`config.mk`:
```
export PLATFORM = sky130hd
export DESIGN_NAME = cfw_flags_ptrs
export DESIGN_NICKNAME = d
export VERILOG_FILES = /design/src/cfw_pkg.sv /design/src/cfw_alu_flags.sv /design/src/cfw_flags_ptrs.sv
export SDC_FILE = /design/constraint.sdc
export NUM_CORES = 1
export LEC_CHECK = 0
export BUFFER_PORTS_ARGS = -buffer_cell sky130_fd_sc_hd__buf_2
export CAP_MARGIN = 20
export CORE_MARGIN = 2
export CORE_UTILIZATION = 47
export DETAILED_ROUTE_END_ITERATION = 16
export PLACE_DENSITY = 0.75
export SYNTH_ARGS = -nofsm -noshare
export SYNTH_HDL_FRONTEND = slang
export SYNTH_SLANG_ARGS = --single-unit
```
`constraint.sdc`:
```
create_clock -name i_clk -period 2.8 [get_ports i_clk]
set_input_delay 0.14 -clock i_clk [delete_from_list [all_inputs] [get_ports i_clk]]
set_output_delay 0.14 -clock i_clk [all_outputs]
set_load 0.005 [all_outputs]
```
`src/cfw_pkg.sv`:
```
/*
  Package for the CPU flag register and working-register pointer block.
  Assumes the execution unit drives one operation code per enabled cycle.
*/
package cfw_pkg;
  // Register-file addresses
  localparam logic [7:0] ADDR_STATUS_FLAGS  = 8'he7;
  localparam logic [7:0] ADDR_WORK_PTR_LOW  = 8'he8;
  localparam logic [7:0] ADDR_WORK_PTR_HIGH = 8'he9;
  // Flag bit positions
  localparam int BIT_CARRY = 7;
  localparam int BIT_ZERO  = 6;
  localparam int BIT_SIGN  = 5;
  localparam int BIT_OVFL  = 4;
  localparam int BIT_BCD   = 3;
  localparam int BIT_HALF  = 2;
  localparam int BIT_USER  = 1;
  localparam int BIT_SPACE = 0;
  // Pointer fields and flag update masks
  localparam int PTR_MODE_BIT  = 2;
  localparam logic [7:0] PTR_WRITE_MASK = 8'hf8;
  localparam logic [7:0] FLAG_UPD_ALL   = 8'hfc;
  localparam logic [7:0] FLAG_UPD_ZSV   = 8'h70;

  typedef enum logic [4:0] {
    OP_NONE, OP_ADD, OP_ADC, OP_SUB, OP_SBC, OP_CP, OP_SRA, OP_RRC, OP_RLC,
    OP_ROR, OP_ROL, OP_DA, OP_MULDIV, OP_LOGIC, OP_INCDEC, OP_TEST,
    OP_SCF, OP_RCF, OP_CCF, OP_SUF, OP_RUF, OP_SDM, OP_SPM,
    OP_SRP, OP_LOAD_LOW_WINDOW, OP_LOAD_HIGH_WINDOW
  } cfw_op_t;
endpackage

```
`src/cfw_alu_flags.sv`:
```
/*
  Combinational flag evaluation for one accumulator operation.
  Assumes operands are zero-extended to 16 bits for byte operations.
*/
`timescale 1ns/1ps
module cfw_alu_flags (
  // Operation
  input  wire cfw_pkg::cfw_op_t i_op,
  input  wire logic             i_word,
  input  wire logic [15:0]      i_a,
  input  wire logic [15:0]      i_b,
  input  wire logic [15:0]      i_res,
  input  wire logic             i_carry_in,
  input  wire logic             i_bcd_in,
  input  wire logic             i_half_in,
  input  wire logic             i_aux_carry,
  // Flags out
  output logic                  o_carry,
  output logic                  o_zero,
  output logic                  o_sign,
  output logic                  o_ovfl,
  output logic                  o_half
);
  logic        top_a;
  logic        top_b;
  logic        top_r;
  logic        is_sub;
  logic [16:0] wide;
  logic [4:0]  nib;

  always_comb begin
    top_a  = i_word ? i_a[15] : i_a[7];
    top_b  = i_word ? i_b[15] : i_b[7];
    top_r  = i_word ? i_res[15] : i_res[7];
    is_sub = (i_op == cfw_pkg::OP_SUB) || (i_op == cfw_pkg::OP_SBC) || (i_op == cfw_pkg::OP_CP);
    wide   = 17'h00000;
    nib    = 5'h00;
    o_carry = i_carry_in;
    o_half  = i_half_in;
    o_ovfl  = 1'b0;
    o_zero  = i_word ? (i_res == 16'h0000) : (i_res[7:0] == 8'h00); // RULE_04
    o_sign  = top_r;                                                 // RULE_05
    case (i_op)
      cfw_pkg::OP_ADD, cfw_pkg::OP_ADC: begin
        wide = {1'b0, i_a} + {1'b0, i_b} + {16'h0000, (i_op == cfw_pkg::OP_ADC) & i_carry_in};
        nib  = {1'b0, i_a[3:0]} + {1'b0, i_b[3:0]} + {4'h0, (i_op == cfw_pkg::OP_ADC) & i_carry_in};
        o_carry = i_word ? wide[16] : wide[8];          // RULE_01
        o_ovfl  = (top_a == top_b) && (top_r != top_a); // RULE_06
        o_half  = nib[4];                               // RULE_08
      end
      cfw_pkg::OP_SUB, cfw_pkg::OP_SBC, cfw_pkg::OP_CP: begin
        wide = {1'b0, i_a} - {1'b0, i_b} - {16'h0000, (i_op == cfw_pkg::OP_SBC) & i_carry_in};
        nib  = {1'b0, i_a[3:0]} - {1'b0, i_b[3:0]} - {4'h0, (i_op == cfw_pkg::OP_SBC) & i_carry_in};
        o_carry = i_word ? wide[16] : wide[8];          // RULE_01
        o_ovfl  = (top_a != top_b) && (top_r != top_a); // RULE_06
        o_half  = nib[4];                               // RULE_08
      end
      cfw_pkg::OP_SRA, cfw_pkg::OP_RRC, cfw_pkg::OP_ROR: begin
        o_carry = i_a[0];
        o_ovfl  = top_r != top_a;
      end
      cfw_pkg::OP_RLC, cfw_pkg::OP_ROL: begin
        o_carry = top_a;
        o_ovfl  = top_r != top_a;
      end
      cfw_pkg::OP_DA: begin
        // Carry is the auxiliary carry or the old carry; the recorded direction flag cancels out
        o_carry = i_aux_carry | (i_carry_in & ~i_bcd_in) | (i_carry_in & i_bcd_in); // RULE_08
      end
      cfw_pkg::OP_MULDIV: o_carry = i_aux_carry;
      default: o_ovfl = 1'b0;
    endcase
    if (is_sub && (i_op == cfw_pkg::OP_NONE)) o_ovfl = 1'b0;
  end
endmodule // cfw_alu_flags

```
`src/cfw_flags_ptrs.sv`:
```
/*
  CPU status flag register and working-register pointers with address mapping.
  Assumes an execution unit issues one op or register write per enabled cycle.
*/
// What this block does
// RULE_01 - Carry set on carry out of bit 7 byte or bit 15 word.
// RULE_02 - Carry changes only on arithmetic, shift, rotate, adjust, multiply, divide, carry ops.
// RULE_03 - Carry can be forced one, forced zero, or inverted.
// RULE_04 - Zero flag set when result is zero, also for logic, inc/dec, tests.
// RULE_05 - Sign flag copies top result bit, updated with zero flag.
// RULE_06 - Overflow flag marks signed range exceeded, updated with zero and sign; inc/dec here always clears it.
// RULE_07 - BCD direction flag records whether last arithmetic was add or subtract.
// RULE_08 - Half carry from bit 3 on byte add/subtract, used by adjust; adjust here ignores it and takes carry from i_aux_carry or old carry.
// RULE_09 - User flag changes only by explicit set or clear.
// RULE_10 - Space flag set selects data, clear selects program; readable.
// RULE_11 - Flags carry, zero, sign, overflow, BCD, half, user, space at bits 7..0.
// RULE_12 - Twin loads set mode bit in both pointers; single load clears it.
// RULE_13 - Pointers hold group in bits 7..3; bits 1,0 read zero.
// RULE_14 - Address upper nibble is group, lower nibble register in group.
// RULE_15 - Single mode address is working number plus first pointer.
// RULE_16 - Single mode window aligns down to even 8-register group.
// RULE_17 - Twin mode: r0-r7 use first pointer, r8-r15 second pointer.
// RULE_18 - Group just below system registers reachable only through pointers.
// RULE_19 - Software keeps windows on 8 or 16 register boundaries.
// RULE_20 - Software treats second pointer as reserved when unused.
// RULE_21 - Unlisted ops leave flags; no reset initialisation of flags or pointers.
`timescale 1ns/1ps
module cfw_flags_ptrs (
  // Clock and reset
  input  wire logic             i_clk,
  input  wire logic             i_resetn,
  input  wire logic             i_clk_en,
  // Operation from execution unit
  input  wire cfw_pkg::cfw_op_t i_op,
  input  wire logic             i_word,
  input  wire logic [15:0]      i_a,
  input  wire logic [15:0]      i_b,
  input  wire logic [15:0]      i_res,
  input  wire logic             i_aux_carry,
  input  wire logic [7:0]       i_ptr_value,
  // Register-file port
  input  wire logic             i_reg_wr,
  input  wire logic [7:0]       i_reg_addr,
  input  wire logic [7:0]       i_reg_wdata,
  output logic [7:0]            o_reg_rdata,
  output logic                  o_reg_hit,
  // Working register mapping
  input  wire logic [3:0]       i_work_num,
  input  wire logic [7:0]       i_direct_addr,
  input  wire logic             i_direct_req,
  output logic [7:0]            o_work_addr,
  output logic                  o_direct_refused,
  // Flags
  output logic [7:0]            o_status_flags,
  output logic                  o_data_space
);
  ////////////////////////////////////////////////////////////////////////////
  logic [7:0] status_flags;
  logic [7:0] work_pointer_low;
  logic [7:0] work_pointer_high;
  logic       n_carry;
  logic       n_zero;
  logic       n_sign;
  logic       n_ovfl;
  logic       n_half;
  logic [7:0] upd_mask;
  logic [7:0] next_flags;

  cfw_alu_flags u_alu_flags (
    .i_op        (i_op),
    .i_word      (i_word),
    .i_a         (i_a),
    .i_b         (i_b),
    .i_res       (i_res),
    .i_carry_in  (status_flags[cfw_pkg::BIT_CARRY]),
    .i_bcd_in    (status_flags[cfw_pkg::BIT_BCD]),
    .i_half_in   (status_flags[cfw_pkg::BIT_HALF]),
    .i_aux_carry (i_aux_carry),
    .o_carry     (n_carry),
    .o_zero      (n_zero),
    .o_sign      (n_sign),
    .o_ovfl      (n_ovfl),
    .o_half      (n_half)
  );

  function automatic logic is_reg(input logic [7:0] addr, input logic [7:0] target);
    is_reg = (addr == target);
  endfunction

  ////////////////////////////////////////////////////////////////////////////
  // Flag update
  always_comb begin
    next_flags = status_flags;
    upd_mask   = 8'h00;
    case (i_op)
      cfw_pkg::OP_ADD, cfw_pkg::OP_ADC, cfw_pkg::OP_SUB, cfw_pkg::OP_SBC, cfw_pkg::OP_CP,
      cfw_pkg::OP_SRA, cfw_pkg::OP_RRC, cfw_pkg::OP_RLC, cfw_pkg::OP_ROR, cfw_pkg::OP_ROL,
      cfw_pkg::OP_DA, cfw_pkg::OP_MULDIV: upd_mask = 8'hf0;       // RULE_02
      cfw_pkg::OP_LOGIC, cfw_pkg::OP_INCDEC, cfw_pkg::OP_TEST: upd_mask = cfw_pkg::FLAG_UPD_ZSV; // RULE_04
      default: upd_mask = 8'h00;                                   // RULE_21
    endcase
    if (upd_mask[cfw_pkg::BIT_CARRY]) next_flags[cfw_pkg::BIT_CARRY] = n_carry; // RULE_01
    if (upd_mask[cfw_pkg::BIT_ZERO])  next_flags[cfw_pkg::BIT_ZERO]  = n_zero;  // RULE_04
    if (upd_mask[cfw_pkg::BIT_SIGN])  next_flags[cfw_pkg::BIT_SIGN]  = n_sign;  // RULE_05
    if (upd_mask[cfw_pkg::BIT_OVFL])  next_flags[cfw_pkg::BIT_OVFL]  = n_ovfl;  // RULE_06
    case (i_op)
      cfw_pkg::OP_ADD, cfw_pkg::OP_ADC: begin
        next_flags[cfw_pkg::BIT_BCD] = 1'b0;                              // RULE_07
        if (!i_word) next_flags[cfw_pkg::BIT_HALF] = n_half;              // RULE_08
      end
      cfw_pkg::OP_SUB, cfw_pkg::OP_SBC: begin
        next_flags[cfw_pkg::BIT_BCD] = 1'b1;                              // RULE_07
        if (!i_word) next_flags[cfw_pkg::BIT_HALF] = n_half;              // RULE_08
      end
      cfw_pkg::OP_SCF: next_flags[cfw_pkg::BIT_CARRY] = 1'b1;             // RULE_03
      cfw_pkg::OP_RCF: next_flags[cfw_pkg::BIT_CARRY] = 1'b0;             // RULE_03
      cfw_pkg::OP_CCF: next_flags[cfw_pkg::BIT_CARRY] = ~status_flags[cfw_pkg::BIT_CARRY]; // RULE_03
      cfw_pkg::OP_SUF: next_flags[cfw_pkg::BIT_USER] = 1'b1;              // RULE_09
      cfw_pkg::OP_RUF: next_flags[cfw_pkg::BIT_USER] = 1'b0;              // RULE_09
      cfw_pkg::OP_SDM: next_flags[cfw_pkg::BIT_SPACE] = 1'b1;             // RULE_10
      cfw_pkg::OP_SPM: next_flags[cfw_pkg::BIT_SPACE] = 1'b0;             // RULE_10
      default: next_flags[cfw_pkg::BIT_USER] = status_flags[cfw_pkg::BIT_USER];
    endcase
    // Explicit register write of the whole flag byte
    if (i_reg_wr && is_reg(i_reg_addr, cfw_pkg::ADDR_STATUS_FLAGS)) next_flags = i_reg_wdata; // RULE_11
  end

  // No reset: contents undefined until software loads them
  always_ff @(posedge i_clk) begin
    if (i_clk_en) status_flags <= next_flags; // RULE_21
  end

  ////////////////////////////////////////////////////////////////////////////
  // Pointer update
  always_ff @(posedge i_clk) begin
    if (i_clk_en) begin
      case (i_op)
        cfw_pkg::OP_SRP: begin
          work_pointer_low  <= {i_ptr_value[7:4], 4'h0};              // RULE_16 RULE_12 RULE_13
          work_pointer_high <= {work_pointer_high[7:3], 3'h0};        // RULE_12
        end
        cfw_pkg::OP_LOAD_LOW_WINDOW: begin
          work_pointer_low  <= {i_ptr_value[7:3], 3'h4};              // RULE_12 RULE_13
          work_pointer_high <= {work_pointer_high[7:3], 3'h4};        // RULE_12
        end
        cfw_pkg::OP_LOAD_HIGH_WINDOW: begin
          work_pointer_high <= {i_ptr_value[7:3], 3'h4};              // RULE_12 RULE_13
          work_pointer_low  <= {work_pointer_low[7:3], 3'h4};         // RULE_12
        end
        default: begin
          if (i_reg_wr && is_reg(i_reg_addr, cfw_pkg::ADDR_WORK_PTR_LOW))
            work_pointer_low <= i_reg_wdata & cfw_pkg::PTR_WRITE_MASK;  // RULE_13
          if (i_reg_wr && is_reg(i_reg_addr, cfw_pkg::ADDR_WORK_PTR_HIGH))
            work_pointer_high <= i_reg_wdata & cfw_pkg::PTR_WRITE_MASK; // RULE_13
        end
      endcase
    end
  end

  ////////////////////////////////////////////////////////////////////////////
  // Read-back and address mapping, registered outputs
  always_ff @(posedge i_clk or negedge i_resetn) begin
    if (!i_resetn) begin
      o_reg_rdata      <= 8'h00;
      o_reg_hit        <= 1'b0;
      o_work_addr      <= 8'h00;
      o_direct_refused <= 1'b0;
      o_status_flags   <= 8'h00;
      o_data_space     <= 1'b0;
    end else if (i_clk_en) begin
      o_reg_hit <= is_reg(i_reg_addr, cfw_pkg::ADDR_STATUS_FLAGS) |
                   is_reg(i_reg_addr, cfw_pkg::ADDR_WORK_PTR_LOW) |
                   is_reg(i_reg_addr, cfw_pkg::ADDR_WORK_PTR_HIGH);
      if (is_reg(i_reg_addr, cfw_pkg::ADDR_STATUS_FLAGS))       o_reg_rdata <= status_flags;   // RULE_11
      else if (is_reg(i_reg_addr, cfw_pkg::ADDR_WORK_PTR_LOW))  o_reg_rdata <= work_pointer_low;
      else if (is_reg(i_reg_addr, cfw_pkg::ADDR_WORK_PTR_HIGH)) o_reg_rdata <= work_pointer_high;
      else                                                      o_reg_rdata <= 8'h00;
      if (!work_pointer_low[cfw_pkg::PTR_MODE_BIT])
        o_work_addr <= {work_pointer_low[7:4], 4'h0} + {4'h0, i_work_num};          // RULE_14 RULE_15 RULE_16
      else if (!i_work_num[3])
        o_work_addr <= {work_pointer_low[7:3], 3'h0} + {5'h00, i_work_num[2:0]};    // RULE_17
      else
        o_work_addr <= {work_pointer_high[7:3], 3'h0} + {5'h00, i_work_num[2:0]};   // RULE_17
      o_direct_refused <= i_direct_req && (i_direct_addr[7:4] == 4'hd);              // RULE_18
      o_status_flags   <= status_flags;
      o_data_space     <= status_flags[cfw_pkg::BIT_SPACE];                         // RULE_10
    end
  end

  ////////////////////////////////////////////////////////////////////////////
  // Assertions
  // Flag checks
  AST_CARRY_SET: assert property ( // RULE_03
    @(posedge i_clk) disable iff (!i_resetn)
    i_clk_en && i_op == cfw_pkg::OP_SCF && !i_reg_wr
    |=> status_flags[7])
    else $error("carry not set");

  AST_CARRY_CPL: assert property ( // RULE_03
    @(posedge i_clk) disable iff (!i_resetn)
    i_clk_en && i_op == cfw_pkg::OP_CCF && !i_reg_wr
    |=> status_flags[7] != $past(status_flags[7]))
    else $error("carry not inverted");

  AST_CARRY_CLR: assert property ( // RULE_03
    @(posedge i_clk) disable iff (!i_resetn)
    i_clk_en && i_op == cfw_pkg::OP_RCF && !i_reg_wr
    |=> !status_flags[7])
    else $error("carry not cleared");

  AST_CARRY_BYTE: assert property ( // RULE_01
    @(posedge i_clk) disable iff (!i_resetn)
    i_clk_en && i_op == cfw_pkg::OP_ADD && !i_reg_wr && !i_word &&
    (({1'b0, i_a[7:0]} + {1'b0, i_b[7:0]}) > 9'h0ff)
    |=> status_flags[cfw_pkg::BIT_CARRY])
    else $error("byte carry missing");

  AST_CARRY_HOLD: assert property ( // RULE_02
    @(posedge i_clk) disable iff (!i_resetn)
    i_clk_en && i_op == cfw_pkg::OP_LOGIC && !i_reg_wr
    |=> $stable(status_flags[7]))
    else $error("carry changed by logic op");

  AST_ZERO_SET: assert property ( // RULE_04
    @(posedge i_clk) disable iff (!i_resetn)
    i_clk_en && i_op inside {cfw_pkg::OP_LOGIC, cfw_pkg::OP_INCDEC, cfw_pkg::OP_TEST} &&
    !i_reg_wr && i_word && i_res == 16'h0000
    |=> status_flags[cfw_pkg::BIT_ZERO])
    else $error("zero flag missing");

  AST_SIGN_COPY: assert property ( // RULE_05
    @(posedge i_clk) disable iff (!i_resetn)
    i_clk_en && i_op inside {cfw_pkg::OP_LOGIC, cfw_pkg::OP_INCDEC, cfw_pkg::OP_TEST} &&
    !i_reg_wr && !i_word && i_res[7]
    |=> status_flags[cfw_pkg::BIT_SIGN])
    else $error("sign flag missing");

  AST_OVFL_ADD: assert property ( // RULE_06
    @(posedge i_clk) disable iff (!i_resetn)
    i_clk_en && i_op == cfw_pkg::OP_ADD && !i_reg_wr && !i_word &&
    i_a[7] == i_b[7] && i_res[7] != i_a[7]
    |=> status_flags[cfw_pkg::BIT_OVFL])
    else $error("overflow flag missing");

  AST_BCD_SUB: assert property ( // RULE_07
    @(posedge i_clk) disable iff (!i_resetn)
    i_clk_en && i_op == cfw_pkg::OP_SUB && !i_reg_wr
    |=> status_flags[3])
    else $error("direction not subtract");

  AST_BCD_ADD: assert property ( // RULE_07
    @(posedge i_clk) disable iff (!i_resetn)
    i_clk_en && i_op == cfw_pkg::OP_ADD && !i_reg_wr
    |=> !status_flags[3])
    else $error("direction not add");

  AST_HALF_ADD: assert property ( // RULE_08
    @(posedge i_clk) disable iff (!i_resetn)
    i_clk_en && i_op == cfw_pkg::OP_ADD && !i_reg_wr && !i_word &&
    (({1'b0, i_a[3:0]} + {1'b0, i_b[3:0]}) > 5'h0f)
    |=> status_flags[cfw_pkg::BIT_HALF])
    else $error("half carry missing");

  AST_USER_HOLD: assert property ( // RULE_09
    @(posedge i_clk) disable iff (!i_resetn)
    i_clk_en && i_op == cfw_pkg::OP_ADD && !i_reg_wr
    |=> $stable(status_flags[1]))
    else $error("user flag changed");

  AST_USER_SET: assert property ( // RULE_09
    @(posedge i_clk) disable iff (!i_resetn)
    i_clk_en && i_op == cfw_pkg::OP_SUF && !i_reg_wr
    |=> status_flags[1])
    else $error("user flag not set");

  AST_SPACE_OUT: assert property ( // RULE_10
    @(posedge i_clk) disable iff (!i_resetn)
    i_clk_en && i_op == cfw_pkg::OP_SDM && !i_reg_wr ##1 i_clk_en
    |=> o_data_space)
    else $error("data space not shown");

  AST_SPACE_CLR: assert property ( // RULE_10
    @(posedge i_clk) disable iff (!i_resetn)
    i_clk_en && i_op == cfw_pkg::OP_SPM && !i_reg_wr
    |=> !status_flags[0])
    else $error("program space not selected");

  AST_FLAG_WRITE: assert property ( // RULE_11
    @(posedge i_clk) disable iff (!i_resetn)
    i_clk_en && i_reg_wr && i_reg_addr == cfw_pkg::ADDR_STATUS_FLAGS
    |=> status_flags == $past(i_reg_wdata))
    else $error("flag byte not written");

  AST_FREEZE: assert property ( // RULE_21
    @(posedge i_clk) disable iff (!i_resetn)
    !i_clk_en
    |=> $stable(status_flags) && $stable(o_status_flags))
    else $error("state moved while frozen");

  // Pointer checks
  AST_TWIN_MODE: assert property ( // RULE_12
    @(posedge i_clk) disable iff (!i_resetn)
    i_clk_en && i_op == cfw_pkg::OP_LOAD_HIGH_WINDOW
    |=> work_pointer_low[2] && work_pointer_high[2])
    else $error("twin mode bit missing");

  AST_SINGLE_MODE: assert property ( // RULE_12
    @(posedge i_clk) disable iff (!i_resetn)
    i_clk_en && i_op == cfw_pkg::OP_SRP
    |=> !work_pointer_low[2] && !work_pointer_high[2])
    else $error("single mode bit not cleared");

  AST_PTR_LOW_BITS: assert property ( // RULE_13
    @(posedge i_clk) disable iff (!i_resetn)
    i_clk_en && i_reg_wr && i_reg_addr == cfw_pkg::ADDR_WORK_PTR_LOW && i_op == cfw_pkg::OP_NONE
    |=> work_pointer_low[2:0] == 3'h0)
    else $error("pointer low bits not zero");

  AST_SINGLE_ALIGN: assert property ( // RULE_16
    @(posedge i_clk) disable iff (!i_resetn)
    i_clk_en && i_op == cfw_pkg::OP_SRP
    |=> work_pointer_low[3:0] == 4'h0)
    else $error("single window not aligned");

  AST_SINGLE_MAP: assert property ( // RULE_15
    @(posedge i_clk) disable iff (!i_resetn)
    i_clk_en && !work_pointer_low[2]
    |=> o_work_addr[7:4] == $past(work_pointer_low[7:4]) && o_work_addr[3:0] == $past(i_work_num))
    else $error("single mode address wrong");

  AST_TWIN_HIGH: assert property ( // RULE_17
    @(posedge i_clk) disable iff (!i_resetn)
    i_clk_en && work_pointer_low[2] && i_work_num[3]
    |=> o_work_addr[7:3] == $past(work_pointer_high[7:3]) && o_work_addr[2:0] == $past(i_work_num[2:0]))
    else $error("twin high address wrong");

  AST_DIRECT_D: assert property ( // RULE_18
    @(posedge i_clk) disable iff (!i_resetn)
    i_clk_en && i_direct_req && i_direct_addr[7:4] == 4'hd
    |=> o_direct_refused)
    else $error("direct access not refused");

  COV_LOAD_LOW_WINDOW: cover property (@(posedge i_clk) i_clk_en && i_op == cfw_pkg::OP_LOAD_LOW_WINDOW);
  COV_ADD:  cover property (@(posedge i_clk) i_clk_en && i_op == cfw_pkg::OP_ADD);
  COV_REFUSE: cover property (@(posedge i_clk) o_direct_refused);
  COV_TWIN_HIGH: cover property (@(posedge i_clk) i_clk_en && work_pointer_low[2] && i_work_num[3]);
  COV_FREEZE: cover property (@(posedge i_clk) !i_clk_en);
endmodule // cfw_flags_ptrs

```
==> impl_summary.md <==
Outcome
The run finished with clean final reports.

Timing
At the pin with the least slew margin, the transition time is 0.783 ns. The worst pin sits at a relative slew slack of 47.8%. The final worst clock skew is 0.0137 ns. The final setup TNS is 0 ns.

The smallest clock period supported by the final layout is computed as 2.59 ns. The final count of negative-setup-slack endpoints is 0. The tightest hold path in the finished design has a slack of 0.0899 ns. The number of hold violations in the final report is 0. The final critical path takes up 92.5% of the cycle. For this run, the top clock speed supported by timing is 0.386 GHz. Setup repair after global routing left no endpoint under its margin.

The final-report max-slew violation count is 0.

CTS
The tree is rooted in a clkbuf_8. The buffer depth of the longest clock path is 2. The number of sinks driven by the clock tree is 46. The later pin in the worst-skew pair is clocked with a latency of 0.30 ns. TritonCTS built the clock tree. The level count of the clock H-tree is 2. The number of buffers inserted by post-CTS setup repair is 0. The clock buffer count from CTS is 5. The clock-pin slew of the registers on the worst-case setup and hold paths is 0.09 ns.

Drt
The first-pass iteration count of the detailed router is 5. In the routed design, unresolved DRC markers number 0. Dividing the detail-routed via count by the number of cells gives 5.22. The remaining antenna violation count after routing is 0. The DRC violation total after the first TritonRoute iteration is 154.

Wires add up to 8280 um. Dividing the detail-routed wire length by the instance count gives 13.5 um. The final route contains 3207 vias.

Hold path
The worst hold path was traced through 2 stages. The start point of the worst min-delay path is i_work_num[2]. The worst hold path belongs to the class in -> reg.

For hold timing, the worst endpoint is o_work_addr[2].

Synth
Synthesis instantiated 63 different standard cells from the library. The netlist area before placement is 3650 sq um. Among all flip-flop cells after synthesis, the most frequent one is dfrtp_1. Ranked by total cell area, the synthesized netlist is headed by dfrtp_1 18%, edfxtp_1 16%, ha_1 15%. The number of enable flip-flop cells after synthesis is 20.

By instance count, the leading cell after synthesis is inv_1. The synthesized area per cell is 9.22 sq um. The register bit total from synthesis is 46. Synthesis produced 396 cells.

The synthesized design devotes to its leading area cell type 17.8% of total area. The commonest cells after synthesis are 47 x inv_1, 45 x ha_1, 38 x a21oi_1. The part of the Yosys area used for sequential elements is 34.3%. After synthesis, the share of flip-flops with an asynchronous set or reset is 56.5%. The number of nets handed over by synthesis was 537. The synthesis warning total is 0. dfrtp_1 takes more of the synthesized area than any other cell.

Place
The congestion estimate from routability-driven global placement came to 0.805. Summing all placed instances gives a cell area of 4360 sq um. The port buffer count is 115. Once detailed placement completed, the half-perimeter wirelength came to 6790 um.

Setup path
The endpoint of the most critical register-to-register path is status_flags[7]. For the worst setup path, the data arrival time is 2.64 ns. At the worst endpoint, the required time is 2.85 ns. For the worst flop-to-flop path, the logic depth is 11. STA classifies the critical path endpoint as a flop. The origin of the critical flop-to-flop path is status_flags[7]. By startpoint and endpoint, the worst setup path is classified as reg -> reg. For flop-to-flop paths, the worst setup slack is 0.21 ns. The worst setup path is launched from a flop. Of all nets on the critical path, the largest fanout is 5.

GRT
The initial antenna violation count was 0. Entering global routing, the biggest net connects 31 pins. Across every metal layer, demand over resource in global routing totals 19.6%. The global-route wire length before repair is 13600 um.

Summed over all layers, the global routing overflow is 0. The number of global-route vias before repair is 3105.

Cells and area
Relative to the synthesized area, the layout overhead comes to 22.6%. After routing the design area is 4480 sq um. The count of filler cells inserted in the layout is 710. The fraction of final layout cells sized beyond drive strength 1 is 30.9%. The final layout contains 652 nets. The repair_antennas step left the layout with diodes totalling 0.

Floorplanning
The initial core utilization is 48.0%. The floorplan step set the die width to 92.1 um. The height of the chip is 92.1 um. After floorplanning, the core was sized to cover 7610 sq um. The number of top-level design ports is 123. The floorplan step defined a die boundary enclosing 8490 sq um. After floorplanning, the core was divided into 32 placement rows.

Power
The reported leakage power is 2.14 nW. The power density over the cells is 377 nW/um^2. The worst-case IR drop observed on VDD is 245 uV.

Flow run
The number of max-cap violations is 0.
[per-layer routing]
metal | wire length (um) | track usage (%) | vias up
li1 | - | - | 1631
met3 | 530 | 3.53 | 10
met1 | 3490 | 23.3 | 1465
met5 | 0 | 0 | -
met4 | 100 | 6.59 | 0
met2 | 4160 | 35.6 | 101
[worst max path at each step]
stage / from / to / depth (start not counted)
2_1_floorplan: i_op[1] / status_flags[7] / 13
3_3_place_gp: i_op[2] / status_flags[7] / 14
3_5_place_dp: status_flags[7] / status_flags[7] / 11
4_1_cts: status_flags[7] / status_flags[7] / 11
5_1_grt: status_flags[7] / status_flags[7] / 11
6_report: status_flags[7] / status_flags[7] / 11
[critical path: stages, from the launching register on]
cell and delay [ns]:
edfxtp_1 0.44, nand4b_1 0.13, ha_1 0.28, a21o_1 0.15, ha_1 0.26, nand2_1 0.06
nand3b_1 0.10, a21oi_2 0.20, o211ai_1 0.13, xnor2_1 0.15, a221oi_1 0.33, o41ai_2 0.09
[logic make-up (layout without fill, tap and decap cells)]
kind of cell | count (synthesis) | count (layout) | share of synthesized area (%)
xor+xnor | 9 | 9 | 2.16
flops | 46 | 46 | 34.3
fa+ha+maj | 46 | 46 | 15.7
simple gates | 98 | 98 | 14.4
compound gates | 104 | 104 | 19.0
mux | 24 | 24 | 7.03
buf+inv | 69 | 185 | 7.47
[layout make-up]
| type | instances | area [sq um] | share of cell area (%) |
|---|---|---|---|
| multi-input combinational | 281 | 2130 | 47.6 |
| sequential | 46 | 1250 | 28.0 |
| clock buffer | 6 | 72.6 | 1.62 |
| inverter | 49 | 184 | 4.11 |
| tap | 102 | 128 | 2.85 |
| timing repair buffer | 128 | 676 | 15.1 |
| clock inverter | 2 | 33.8 | 0.755 |
[timing repair]
item	CTS	global route
setup endpoints to repair	0	1
hold buffers	1	0
gates resized for setup	0	1
endpoints found under the hold margin	26	0
[report_power, final]
part	switching (mW)	internal [mW]
sequential	0.0193	0.743
clock	0.213	0.264
combinational	0.229	0.217
total	0.461	1.22
[registers in the layout (all words and copies together) (netlist names)]
register / count
o_reg_rdata: 8
o_status_flags: 8
o_work_addr: 8
status_flags: 8
work_pointer_high: 6
work_pointer_low: 6
o_direct_refused: 1
o_reg_hit: 1
[through the flow]
| stage | setup WS [ns] | cells | total power, mW | util (%) |
|---|---|---|---|---|
| 2_1_floorplan | 0.179 | 396 | 1.04 | - |
| 3_3_place_gp | 0.192 | 605 | 1.20 | 57.3 |
| 3_5_place_dp | 0.147 | 605 | 1.22 | 57.3 |
| 4_1_cts | 0.149 | 614 | 1.70 | 58.8 |
| 5_1_grt | 0.0408 | 614 | 1.78 | 58.8 |
| 6_report | 0.211 | 614 | 1.69 | 58.8 |
[layout by cell type, fill, tap and decap left out, types with 2 or more instances in the layout]
master      n
buf_4      12
o21ai_0    19
nor3_1      3
clkbuf_8    5
a31oi_1     4
and2_1      5
and3b_1     2
a211oi_1    2
a21oi_1    37
nand2_1    20
dfrtp_1    26
a22o_1     11
and4_1      2
nor4_1      3
nand3_1     4
nor2_1     31
or4_1       2
xnor2_1     6
a21o_1      2
a21oi_2     2
nor2b_1     6
edfxtp_1   20
o211ai_1    3
nand4_1     3
buf_2     115
o311ai_0    2
xor2_1      3
o21a_1      5
a221oi_1    2
inv_2       2
nand3b_1    2
inv_1      47
mux2_2     13
mux2i_1    11
nand4b_1    3
a21boi_0    4
ha_1       45
(Power assumes the default switching activity.)
